--- config.mk ---
export PLATFORM = sky130hd
export DESIGN_NAME = smr_bank
export DESIGN_NICKNAME = d
export VERILOG_FILES = /design/src/inc/smr_pkg.sv /design/src/smr_bank.sv
export SDC_FILE = /design/constraint.sdc
export NUM_CORES = 1
export LEC_CHECK = 0
export ABC_AREA = 1
export BUFFER_PORTS_ARGS = -buffer_cell sky130_fd_sc_hd__buf_2
export CAP_MARGIN = 20
export CORE_ASPECT_RATIO = 0.75
export CORE_MARGIN = 4
export CORE_UTILIZATION = 48
export CTS_CLUSTER_DIAMETER = 150
export DETAILED_ROUTE_END_ITERATION = 16
export PLACE_DENSITY = 0.79
export SLEW_MARGIN = 10
export SYNTH_ARGS = -nofsm -noshare
export SYNTH_HDL_FRONTEND = slang
export SYNTH_SLANG_ARGS = --single-unit
--- constraint.sdc ---
create_clock -name ref_clk -period 1.4 [get_ports ref_clk]
set_input_delay 0 -clock ref_clk [delete_from_list [all_inputs] [get_ports ref_clk]]
set_output_delay 0 -clock ref_clk [all_outputs]
set_load 0.005 [all_outputs]
--- src/inc/smr_pkg.sv ---
// Contract
// - index 02h holds write-only latency code; 0001b default, up to 0110b, rest reserved
// - codes 0010..0101 give read/write latency 4/2, 5/2, 6/3, 7/4
// - index 03h holds write-only drive strength code, default 0010, listed reserved codes
// - index 04h bits 2:0 report refresh rate code, read-only
// - codes 101b and 110b mean quarter interval; 110b also asks timing de-rate
// - update flag bit 7 set when rate code changed since last read
// - reading index 04h clears the update flag
// - update flag is zero after power-up
// - rate code bit 2 set means temperature above 85 degrees
// - index 05h returns fixed maker identity code
// - indices 06h and 07h return revision identity codes
// - index 08h returns type, density 0100b and bus width fields
// - calibration register write starts init, long, short or reset calibration
// - reserved calibration codes are ignored
// - calibration pin tied to supply forces default calibration, commands ignored
// - init calibration may update device info with resistor presence
// - index 10h holds write-only bank refresh mask, zero default enables refresh
package smr_pkg;
  localparam logic [7:0] IDX_LATENCY   = 8'h02;
  localparam logic [7:0] IDX_DRIVE     = 8'h03;
  localparam logic [7:0] IDX_TEMP      = 8'h04;
  localparam logic [7:0] IDX_MAKER     = 8'h05;
  localparam logic [7:0] IDX_REV_ONE   = 8'h06;
  localparam logic [7:0] IDX_REV_TWO   = 8'h07;
  localparam logic [7:0] IDX_ORG       = 8'h08;
  localparam logic [7:0] IDX_TEST      = 8'h09;
  localparam logic [7:0] IDX_CAL       = 8'h0a;
  localparam logic [7:0] IDX_BANK_MASK = 8'h10;
  localparam logic [3:0] LAT_RST       = 4'h1;
  localparam logic [3:0] LAT_MAX       = 4'h6;
  localparam logic [3:0] DRV_RST       = 4'h2;
  localparam logic [3:0] RL_RST        = 4'h3;
  localparam logic [2:0] WL_RST        = 3'h1;
  localparam logic [2:0] RATE_RST      = 3'h3;
  localparam logic [7:0] RD_RST        = 8'h00;
  localparam logic [7:0] BANK_MASK_RST = 8'h00;
  localparam logic [2:0] RATE_RSVD     = 3'h4;
  localparam logic [2:0] RATE_DERATE   = 3'h6;
  localparam logic [7:0] CAL_INIT      = 8'hff;
  localparam logic [7:0] CAL_LONG      = 8'hab;
  localparam logic [7:0] CAL_SHORT     = 8'h56;
  localparam logic [7:0] CAL_RESET     = 8'hc3;
  localparam int         TUF_BIT       = 7;
  localparam logic [1:0] ORG_TYPE      = 2'h0;
  localparam logic [3:0] ORG_DENSITY   = 4'h4;
  localparam logic [1:0] ORG_WIDTH_X32 = 2'h0;
  localparam logic [1:0] ORG_WIDTH_X16 = 2'h1;
  localparam logic [7:0] RD_UNMAPPED   = 8'h00;
  typedef enum logic [2:0] {
    CAL_NONE_C  = 3'b000,
    CAL_INIT_C  = 3'b001,
    CAL_LONG_C  = 3'b010,
    CAL_SHORT_C = 3'b011,
    CAL_RESET_C = 3'b100
  } smr_cal_type;
endpackage

--- src/smr_bank.sv ---
`timescale 1ns/1ns
module smr_bank
  import smr_pkg::*;
#(
  parameter logic [7:0] MAKER_ID = 8'h5a, // arbitrary value
  parameter logic [7:0] REV_ONE  = 8'h11, // arbitrary value
  parameter logic [7:0] REV_TWO  = 8'h22, // arbitrary value
  parameter logic       WIDE_X16 = 1'b0
)(
  input  wire logic       ref_clk,          // clock, 125 MHz
  input  wire logic       reset,            // async, active high
  input  wire logic       clk_en,           // freezes all state when low
  input  wire logic       wr_en,            // mode register write pulse
  input  wire logic       rd_en,            // mode register read pulse
  input  wire logic [7:0] reg_index,        // mode register index
  input  wire logic [7:0] wr_data,          // write operand
  input  wire logic [2:0] rate_code_in,     // temperature sensor rate code
  input  wire logic       cal_pin_to_supply, // strap: cal pin tied high
  input  wire logic       cal_resistor_in,  // resistor detected at init cal
  output logic      [7:0] rd_data,          // read operand
  output logic            rd_valid,         // read answer pulse
  output logic      [3:0] read_latency,     // read latency cycles
  output logic      [2:0] write_latency,    // write latency cycles
  output logic      [3:0] drive_strength,   // drive strength code
  output logic      [7:0] bank_refresh_mask, // 1 blocks refresh to bank
  output logic            derate_req,       // timing de-rate requested
  output logic            over_85c,         // temperature above 85 C
  output logic            cal_start,        // calibration start pulse
  output logic      [2:0] cal_kind,         // calibration kind
  output logic            cal_resistor_seen // resistor presence after init
);
  logic [3:0] lat_ff, nxt_lat;
  logic [3:0] drv_ff, nxt_drv;
  logic [7:0] mask_ff, nxt_mask;
  logic [2:0] rate_s1_ff, rate_s2_ff, rate_s3_ff, rate_ff, nxt_rate;
  logic       tuf_ff, nxt_tuf;
  logic [7:0] rd_ff, nxt_rd;
  logic       rdv_ff, nxt_rdv;
  logic       strap_s1_ff, strap_s2_ff, strap_s3_ff, strap_ff, nxt_strap;
  logic       res_s1_ff, res_s2_ff, res_s3_ff, res_ff, nxt_res;
  logic       cs_ff, nxt_cs;
  smr_cal_type ck_ff, nxt_ck;
  logic [3:0] rl_ff, nxt_rl;
  logic [2:0] wl_ff, nxt_wl;
  logic       derate_ff, nxt_derate;
  logic       hot_ff, nxt_hot;
  logic       wr_lat, wr_drv, wr_mask, wr_cal, rd_temp;
  smr_cal_type cal_dec;

  assign wr_lat  = wr_en && reg_index == IDX_LATENCY;
  assign wr_drv  = wr_en && reg_index == IDX_DRIVE;
  assign wr_mask = wr_en && reg_index == IDX_BANK_MASK;
  assign wr_cal  = wr_en && reg_index == IDX_CAL;
  assign rd_temp = rd_en && reg_index == IDX_TEMP;

  always_comb
  begin
    case (wr_data)
      CAL_INIT:  cal_dec = CAL_INIT_C;
      CAL_LONG:  cal_dec = CAL_LONG_C;
      CAL_SHORT: cal_dec = CAL_SHORT_C;
      CAL_RESET: cal_dec = CAL_RESET_C;
      default:   cal_dec = CAL_NONE_C;
    endcase
  end

  always_comb
  begin
    nxt_lat  = lat_ff;
    nxt_drv  = drv_ff;
    nxt_mask = mask_ff;
    // reserved codes keep the old setting rather than landing undefined
    if (wr_lat && wr_data[3:0] != 4'h0 && wr_data[3:0] <= LAT_MAX)
      nxt_lat = wr_data[3:0];
    if (wr_drv)
    begin
      case (wr_data[3:0])
        4'h1, 4'h2, 4'h3, 4'h4, 4'h6, 4'h7: nxt_drv = wr_data[3:0];
        default: nxt_drv = drv_ff;
      endcase
    end
    if (wr_mask)
      nxt_mask = wr_data;
    // decode from the stored code, so latencies trail the write by one cycle
    case (lat_ff)
      4'h1:
      begin
        nxt_rl = 4'h3;
        nxt_wl = 3'h1;
      end
      4'h2:
      begin
        nxt_rl = 4'h4;
        nxt_wl = 3'h2;
      end
      4'h3:
      begin
        nxt_rl = 4'h5;
        nxt_wl = 3'h2;
      end
      4'h4:
      begin
        nxt_rl = 4'h6;
        nxt_wl = 3'h3;
      end
      4'h5:
      begin
        nxt_rl = 4'h7;
        nxt_wl = 3'h4;
      end
      4'h6:
      begin
        nxt_rl = 4'h8;
        nxt_wl = 3'h4;
      end
      default:
      begin
        nxt_rl = RL_RST;
        nxt_wl = WL_RST;
      end
    endcase
  end

  // sensor and straps come from outside; count a change once stages 2 and 3 agree
  always_comb
  begin
    nxt_rate   = (rate_s2_ff == rate_s3_ff) ? rate_s3_ff : rate_ff;
    nxt_tuf    = tuf_ff;
    nxt_derate = nxt_rate == RATE_DERATE;
    nxt_hot    = nxt_rate[2];
    if (rd_temp)
      nxt_tuf = 1'b0;
    // a change in the read cycle wins over the clear
    if (nxt_rate != rate_ff)
      nxt_tuf = 1'b1;
  end

  always_comb
  begin
    nxt_strap = (strap_s2_ff == strap_s3_ff) ? strap_s3_ff : strap_ff;
    nxt_cs  = 1'b0;
    nxt_ck  = ck_ff;
    nxt_res = res_ff;
    if (wr_cal && cal_dec != CAL_NONE_C && !strap_ff)
    begin
      nxt_cs = 1'b1;
      nxt_ck = cal_dec;
      if (cal_dec == CAL_INIT_C && res_s2_ff == res_s3_ff)
        nxt_res = res_s3_ff;
    end
  end

  always_comb
  begin
    nxt_rdv = rd_en;
    case (reg_index)
      IDX_TEMP:    nxt_rd = {tuf_ff, 4'h0, rate_ff};
      IDX_MAKER:   nxt_rd = MAKER_ID;
      IDX_REV_ONE: nxt_rd = REV_ONE;
      IDX_REV_TWO: nxt_rd = REV_TWO;
      IDX_ORG:     nxt_rd = {WIDE_X16 ? ORG_WIDTH_X16 : ORG_WIDTH_X32,
                             ORG_DENSITY, ORG_TYPE};
      default:     nxt_rd = RD_UNMAPPED; // write-only and test read zero
    endcase
    if (!rd_en)
      nxt_rd = rd_ff;
  end

  // configuration group
  always_ff @(posedge ref_clk or posedge reset)
  begin
    if (reset)
    begin
      lat_ff  <= LAT_RST;
      drv_ff  <= DRV_RST;
      mask_ff <= BANK_MASK_RST;
      rl_ff   <= RL_RST;
      wl_ff   <= WL_RST;
    end
    else if (clk_en)
    begin
      lat_ff  <= nxt_lat;
      drv_ff  <= nxt_drv;
      mask_ff <= nxt_mask;
      rl_ff   <= nxt_rl;
      wl_ff   <= nxt_wl;
    end
  end

  // temperature group; sync stages reset to the nominal rate so no false change follows
  always_ff @(posedge ref_clk or posedge reset)
  begin
    if (reset)
    begin
      rate_s1_ff <= RATE_RST;
      rate_s2_ff <= RATE_RST;
      rate_s3_ff <= RATE_RST;
      rate_ff    <= RATE_RST;
      tuf_ff     <= 1'h0;
      derate_ff  <= 1'h0;
      hot_ff     <= 1'h0;
    end
    else if (clk_en)
    begin
      rate_s1_ff <= rate_code_in;
      rate_s2_ff <= rate_s1_ff;
      rate_s3_ff <= rate_s2_ff;
      rate_ff    <= nxt_rate;
      tuf_ff     <= nxt_tuf;
      derate_ff  <= nxt_derate;
      hot_ff     <= nxt_hot;
    end
  end

  // calibration group
  always_ff @(posedge ref_clk or posedge reset)
  begin
    if (reset)
    begin
      strap_s1_ff <= 1'h0;
      strap_s2_ff <= 1'h0;
      strap_s3_ff <= 1'h0;
      strap_ff    <= 1'h0;
      res_s1_ff   <= 1'h0;
      res_s2_ff   <= 1'h0;
      res_s3_ff   <= 1'h0;
      res_ff      <= 1'h0;
      cs_ff       <= 1'h0;
      ck_ff       <= CAL_NONE_C;
    end
    else if (clk_en)
    begin
      strap_s1_ff <= cal_pin_to_supply;
      strap_s2_ff <= strap_s1_ff;
      strap_s3_ff <= strap_s2_ff;
      strap_ff    <= nxt_strap;
      res_s1_ff   <= cal_resistor_in;
      res_s2_ff   <= res_s1_ff;
      res_s3_ff   <= res_s2_ff;
      res_ff      <= nxt_res;
      cs_ff       <= nxt_cs;
      ck_ff       <= nxt_ck;
    end
  end

  // read answer group
  always_ff @(posedge ref_clk or posedge reset)
  begin
    if (reset)
    begin
      rd_ff  <= RD_RST;
      rdv_ff <= 1'h0;
    end
    else if (clk_en)
    begin
      rd_ff  <= nxt_rd;
      rdv_ff <= nxt_rdv;
    end
  end

  assign rd_data           = rd_ff;
  assign rd_valid          = rdv_ff;
  assign read_latency      = rl_ff;
  assign write_latency     = wl_ff;
  assign drive_strength    = drv_ff;
  assign bank_refresh_mask = mask_ff;
  assign derate_req        = derate_ff;
  assign over_85c          = hot_ff;
  assign cal_start         = cs_ff;
  assign cal_kind          = ck_ff;
  assign cal_resistor_seen = res_ff;
endmodule // smr_bank

# Word level (Yosys, flattened, before mapping)

Index checks and enable logic that the tools add are counted.

Logic and storage cells: 88
Output and inout bits: 35
Input bits: 26
Bits in registers: 59

Equality and inequality tests: 30
Mux-type cells: 8
Order comparisons: 1
Reduce and logical (&&, ||, !) cells: 25

Operators with widths:

| operator             | number |
|---|---|
| $pmux W8 S5          | 1 |
| $eq A8 B3 Y1 const B | 4 |
| $eq A4 B3 Y1 const B | 6 |
| $eq A8 B8 Y1 const B | 3 |
| $pmux W4 S5          | 1 |
| $eq A4 B2 Y1 const B | 4 |
| $eq A8 B2 Y1 const B | 2 |
| $eq A8 B4 Y1 const B | 2 |
| $pmux W3 S4          | 1 |
| $reduce_and A2 Y1    | 6 |
| $logic_and A1 B1 Y1  | 10 |
| $pmux W3 S3          | 1 |
| $eq A8 B5 Y1 const B | 1 |
| $eq A8 B7 Y1 const B | 1 |
| $reduce_and A3 Y1    | 2 |
| $reduce_or A6 Y1     | 1 |
| $eq A4 B1 Y1 const B | 1 |
| $le A4 B3 Y1 const B | 1 |
| $reduce_bool A4 Y1   | 1 |
| $reduce_or A2 Y1     | 2 |
| $eq A3 B1 Y1 const B | 1 |
| $eq A3 B3 Y1         | 1 |
| $eq A3 B3 Y1 const B | 1 |
| $mux W1              | 3 |
| 6 further kinds      | 7 |

# Depth between registers and ports, before layout

Depth after elaboration: 6
Depth in mapped cells: 11
Depth with buffers taken out: 11

# Worst setup path before layout

No wires, ideal clock.

Path kind: register to register
Start: register rate_s3_ff[1]
End: register derate_ff, in the netlist derate_req
Clock period less this slack: 1263 ps
Path buffers: 0
Library setup time: 118 ps
Arrival: 1145 ps
Setup slack: 137 ps
Required time: 1282 ps
Stages on the path, launching flop included: 8
Path through: dfstp_2 > nand2_1 > nand2_1 > nand2_1 > o21ai_0 > a21oi_1 > nand3_1 > nand2_1

Longest elaborated chain between the ends: 3

Ends and longest elaborated chain:

| what                   | line            | source |
|---|---|---|
| from (decl)            | smr_bank.sv:35  | `logic [2:0] rate_s1_ff, rate_s2_ff, rate_s3_ff, rate_ff, nxt_rate;` |
| from (signal assigned) | smr_bank.sv:207 | `rate_s3_ff <= rate_s2_ff;` |
| $eq A3 B3 Y1           | smr_bank.sv:127 | `nxt_rate = (rate_s2_ff == rate_s3_ff) ? rate_s3_ff : rate_ff;` |
| $mux W3 (*)            | smr_bank.sv:127 |  |
| $eq A3 B3 Y1 (*)       | smr_bank.sv:129 | `nxt_derate = nxt_rate == RATE_DERATE;` |
| to (signal assigned)   | smr_bank.sv:210 | `derate_ff <= nxt_derate;` |
| to (decl)              | smr_bank.sv:45  | `logic derate_ff, nxt_derate;` |

Mark *: on every way between the ends. The rest lies on a longest branch, timed or not.
A chain may end at the register's enable or synchronous reset.

# Worst setup path in the final report

Start: register strap_ff
End: register ck_ff[2], in the netlist cal_kind[2]

Longest elaborated chain between the ends: 3

Ends and longest elaborated chain:

| what                               | line            | source |
|---|---|---|
| from (decl)                        | smr_bank.sv:39  | `logic strap_s1_ff, strap_s2_ff, strap_s3_ff, strap_ff, nxt_strap;` |
| from (signal assigned)             | smr_bank.sv:236 | `strap_ff <= nxt_strap;` |
| $logic_not A1 Y1                   | smr_bank.sv:144 | `if (wr_cal && cal_dec != CAL_NONE_C && !strap_ff)` |
| $logic_and A1 B1 Y1                | smr_bank.sv:144 |  |
| $reduce_and A2 Y1 (no source line) | n/a             |  |
| to (signal assigned)               | smr_bank.sv:242 | `ck_ff <= nxt_ck;` |
| to (decl)                          | smr_bank.sv:42  | `smr_cal_type ck_ff, nxt_ck;` |

Every way passes these cells.

==> reports/results.txt <==
The number of standard cells in the layout, taps in and fillers out was 487. After the last flow step, the layout net total stands at 433. The maximum level of the CTS H-tree was 3; the netlist area before placement was 2654 µm². During synthesis, Yosys emitted a total of 0 warnings. The time the final worst path needs with I/O delays and setup is 1.309 ns. The total nets after synthesis was 349.

The flow ran to the end, and the final reports show no timing, DRC or antenna violations. The detail-routed via count per cell works out to 5.021. From synthesis to final layout, the design area changed by 29.70%.

The number of DRC markers in iteration 0 was 154. For the pin with the worst max-slew slack, the measured transition is 0.3933 ns. The number of synthesized flops with an enable pin works out to 0. Counting both buffers and inverters, the worst setup path holds a total of 2. STA classifies the critical path endpoint as a flip-flop.

The max-capacitance violation count was 0. For this run, the total global-route usage over all layers was measured as 19.50%. Setup repair after global routing could not meet its margin everywhere. After detailed routing, the average wire length per cell comes to 12.79 µm.

Traced cell by cell, the critical path runs through inv_1 -> nand4_1 -> nor2_4 -> inv_2 -> nand2_1 -> o21ai_0. The total power consumption of the routed design is 3.917 mW. After detailed routing, the total wire length is 6.227 mm. The final hold violation count came out at 0. The largest total area in the synthesized netlist belongs to sky130_fd_sc_hd__dfrtp_1. For the worst-skew pair, the clock arrives at the later sink with an insertion delay of 0.33 ns. The repair_antennas step left the layout with diodes totalling 0. Arrival time of data at the critical path endpoint: 1.51 ns. The initial antenna violation count was 0; the stage delay of the slowest cell on the critical path was 0.41 ns. Yosys instantiated no cell more often than sky130_fd_sc_hd__nand2_1.

For this configuration, the core starts out at a cell density of 49.58%. After filler insertion, the fill cell instance count of the layout stands at 466. The placed instances occupy a cell area of 3055 µm².

In this design, the largest share of critical-path delay is due to simple AND/OR/NAND/NOR gates. The tools report the via count of the first global-routing pass as 2,256. In the post-synthesis netlist, the biggest area contributors are sky130_fd_sc_hd__dfrtp_1, sky130_fd_sc_hd__nand2_1, sky130_fd_sc_hd__dfstp_2. The logs give 4.330 mm for the final HPWL from detailed placement and 2,445 for the total via count in the routed design. The number of cells after detailed placement was 455. In this run the worst path has a maximum fanout of 5. After synthesis the netlist holds a flip-flop and latch count of 57. The tools report the deepest clock path buffer count as 2. TritonCTS built the clock tree. For the number of detailed-routing iterations run before antenna repair, the log shows 5.

For the post-route clock skew, the log shows 0.005330 ns. The horizontal die dimension is 93.86 µm. Setup violations remaining at the end of the flow were counted as 0.

The first global-routing pass estimated 10.18 mm of wire. At the worst endpoint, the required time is 1.60 ns. Largest net degree at the start of global routing: 58. Overall overflow remaining after global route: 0. The final cell area excluding filler cells is 3442 µm², and the count of standard-cell rows is 23. In the routed design, unresolved DRC markers number 0. The commonest cells after synthesis are sky130_fd_sc_hd__nand2_1, sky130_fd_sc_hd__dfrtp_1, sky130_fd_sc_hd__inv_1, sky130_fd_sc_hd__o21ai_0, sky130_fd_sc_hd__nor2_1.

In this run the biggest area consumer among cell types represents 41.49% of the synthesized area. The logs give 323 for the number of standard cells after synthesis and 0 for the number of antenna-violating nets in the routed design. The number of buffer cells added on primary ports works out to 60. The run gives 73.54% as the worst max-slew margin expressed relative to the limit.

The logs give 5353 µm² for the area of the placeable core and 0.8752 for the global placer's final weighted congestion. Based on the critical path, the design can be clocked at up to 764.1 MHz. For the number of primary I/O pins, the log shows 61. The sort of element at the start of the critical path was a flip-flop. Buffers inserted during clock tree synthesis total 9. Setup total negative slack on the finished layout was measured at 0 ns. The average instance in the mapped netlist occupies 8.216 µm². In this run the power density over the cells is 1138 nW/µm². Measured along the y axis, the die boundary spans 72.40 µm.

The worst setup path is of the reg2reg kind. The floorplan step defined a die boundary enclosing 6795 µm². The final clock period utilization by the worst path was 93.48%; the footprint of the multi-input gates was 1046 µm². The sequential cells in the finished layout cover a total of 1443 µm². Sequential cells were found to cover 54.36% of the synthesized design area. The cell at the root of the clock tree was sky130_fd_sc_hd__clkbuf_8. Most common flop cell mapped by yosys: sky130_fd_sc_hd__dfrtp_1. Classification of the worst-slack hold path: in2reg. The worst IR drop on VDD is 0.0008337 V, and the clock-pin slew on the worst setup and hold paths is 0.07 ns.

Synthesis instantiated 33 different standard cells from the library. Of the cells placed in the final design, the portion with a size suffix greater than 1 is 27.91%. Summed over all cells, the static leakage comes to 1.792 nW.

For this run, asynchronously set or reset flops after synthesis account for 100.0%. The slowest stage of the critical path belongs to the cell sky130_fd_sc_hd__dfrtp_1. For this design, the sink count on the clock tree is 57. The count of pins over their slew limit is 0.
sequential cells by signal, indices dropped and copies added (netlist names), 4 cells and up:
| signal | cells |
|---|---|
| bank_refresh_mask | 8 |
| rd_data | 7 |
| drive_strength | 4 |
| lat_ff | 4 |
| read_latency | 4 |
metrics by stage:
stage,hold WS [ns],setup slack (ns),utilization (%)
2_1_floorplan,0.09619,0.02188,-
3_3_place_gp,0.07636,0.05992,57.08
3_5_place_dp,0.07471,-0.02146,57.08
4_1_cts,0.0005585,0.004140,63.37
5_1_grt,0.009229,-0.02534,64.31
6_report,0.02430,0.09123,64.31
layer usage:
| layer | routed length (µm) | vias to the layer above | share of wire, % | track usage [%] |
|---|---|---|---|---|
| met1 | 2753 | 1140 | 44 | 24.15 |
| met3 | 429 | 12 | 6.9 | 9.016 |
| li1 | - | 1207 | - | - |
| met5 | 0 | - | 0 | 0 |
| met2 | 2951 | 86 | 47 | 29.98 |
| met4 | 93 | 0 | 1.5 | 7.372 |
cells in the final DEF (no fill, tap or decap), types with 2 or more instances in the layout:
| cell | netlist | final |
|---|---|---|
| sky130_fd_sc_hd__o21ai_1 | 4 | 5 |
| sky130_fd_sc_hd__clkinv_2 | 0 | 2 |
| sky130_fd_sc_hd__clkbuf_8 | 0 | 10 |
| sky130_fd_sc_hd__nor2_1 | 25 | 25 |
| sky130_fd_sc_hd__nor3_2 | 0 | 2 |
| sky130_fd_sc_hd__buf_2 | 1 | 60 |
| sky130_fd_sc_hd__inv_1 | 42 | 38 |
| sky130_fd_sc_hd__nand2_1 | 101 | 97 |
| sky130_fd_sc_hd__buf_4 | 2 | 5 |
| sky130_fd_sc_hd__o21ai_2 | 0 | 2 |
| sky130_fd_sc_hd__dfrtp_1 | 44 | 44 |
| sky130_fd_sc_hd__nand2_2 | 1 | 5 |
| sky130_fd_sc_hd__o21ai_0 | 31 | 28 |
| sky130_fd_sc_hd__clkinvlp_4 | 0 | 2 |
| sky130_fd_sc_hd__dfstp_2 | 13 | 13 |
| sky130_fd_sc_hd__dlygate4sd3_1 | 0 | 14 |
| sky130_fd_sc_hd__inv_2 | 1 | 5 |
| sky130_fd_sc_hd__a21oi_1 | 8 | 8 |
| sky130_fd_sc_hd__nand4_1 | 8 | 8 |
| sky130_fd_sc_hd__mux2_2 | 3 | 3 |
| sky130_fd_sc_hd__a31oi_1 | 4 | 4 |
| sky130_fd_sc_hd__nor3_1 | 4 | 2 |
| sky130_fd_sc_hd__o211ai_1 | 2 | 2 |
| sky130_fd_sc_hd__nand3_1 | 10 | 10 |
repair_timing:
action | in CTS | in global routing
setup buffers | 0 | 2
setup endpoints to repair | 2 | 9
endpoints found under the hold margin | 72 | 0
hold buffers | 14 | 0
resized for setup | 2 | 13
pin swaps | 0 | 9
worst min-delay path, cell delays in order:
cell	delay [ns]
sky130_fd_sc_hd__buf_2	0.12
sky130_fd_sc_hd__inv_1	0.06
sky130_fd_sc_hd__o2111ai_1	0.10
sky130_fd_sc_hd__nand2_1	0.05
kinds of logic after synthesis:
| family | share of synthesized area [%] |
|---|---|
| AND/OR/NAND/NOR | 24.38 |
| flip-flops | 54.36 |
| AO/OA/AOI/OAI | 11.79 |
| buffers and inverters | 7.543 |
| multiplexers | 1.273 |
| XOR/XNOR | 0.6602 |
report_power, final:
group	total (mW)	internal, mW	switching (mW)
clock network	1.50	0.863	0.639
registers	1.86	1.78	0.0749
logic	0.556	0.229	0.328
total	3.92	2.88	1.04
worst paths after layout:
kind / start / end / slack (ns) / depth (start not counted)
hold reg to reg: rd_valid$_DFFE_PP0P_ / rd_valid$_DFFE_PP0P_ / 0.47 / 2
min in group asynchronous: reset / rd_data[6]$_DFFE_PP0P_ / 0.26 / 4
setup / recovery: strap_ff$_DFFE_PP0P_ / cal_kind[2]$_DFFE_PP0P_ / 0.09 / 6
max in group asynchronous: reset / lat_ff[0]$_DFFE_PP1P_ / 0.84 / 4
hold / removal: reg_index[0] / rd_data[0]$_DFFE_PP0P_ / 0.02 / 4
setup reg to reg: strap_ff$_DFFE_PP0P_ / cal_kind[2]$_DFFE_PP0P_ / 0.09 / 6
area by class of cell:
| type | count | area share (%) |
|---|---|---|
| clock buffer | 11 | 4.108 |
| clock inverter | 5 | 1.599 |
| inverter | 44 | 4.798 |
| multi-input combinational | 215 | 30.39 |
| sequential | 57 | 41.91 |
| tap | 75 | 2.726 |
| timing repair buffer | 80 | 14.47 |
(Power assumes the default switching activity.)
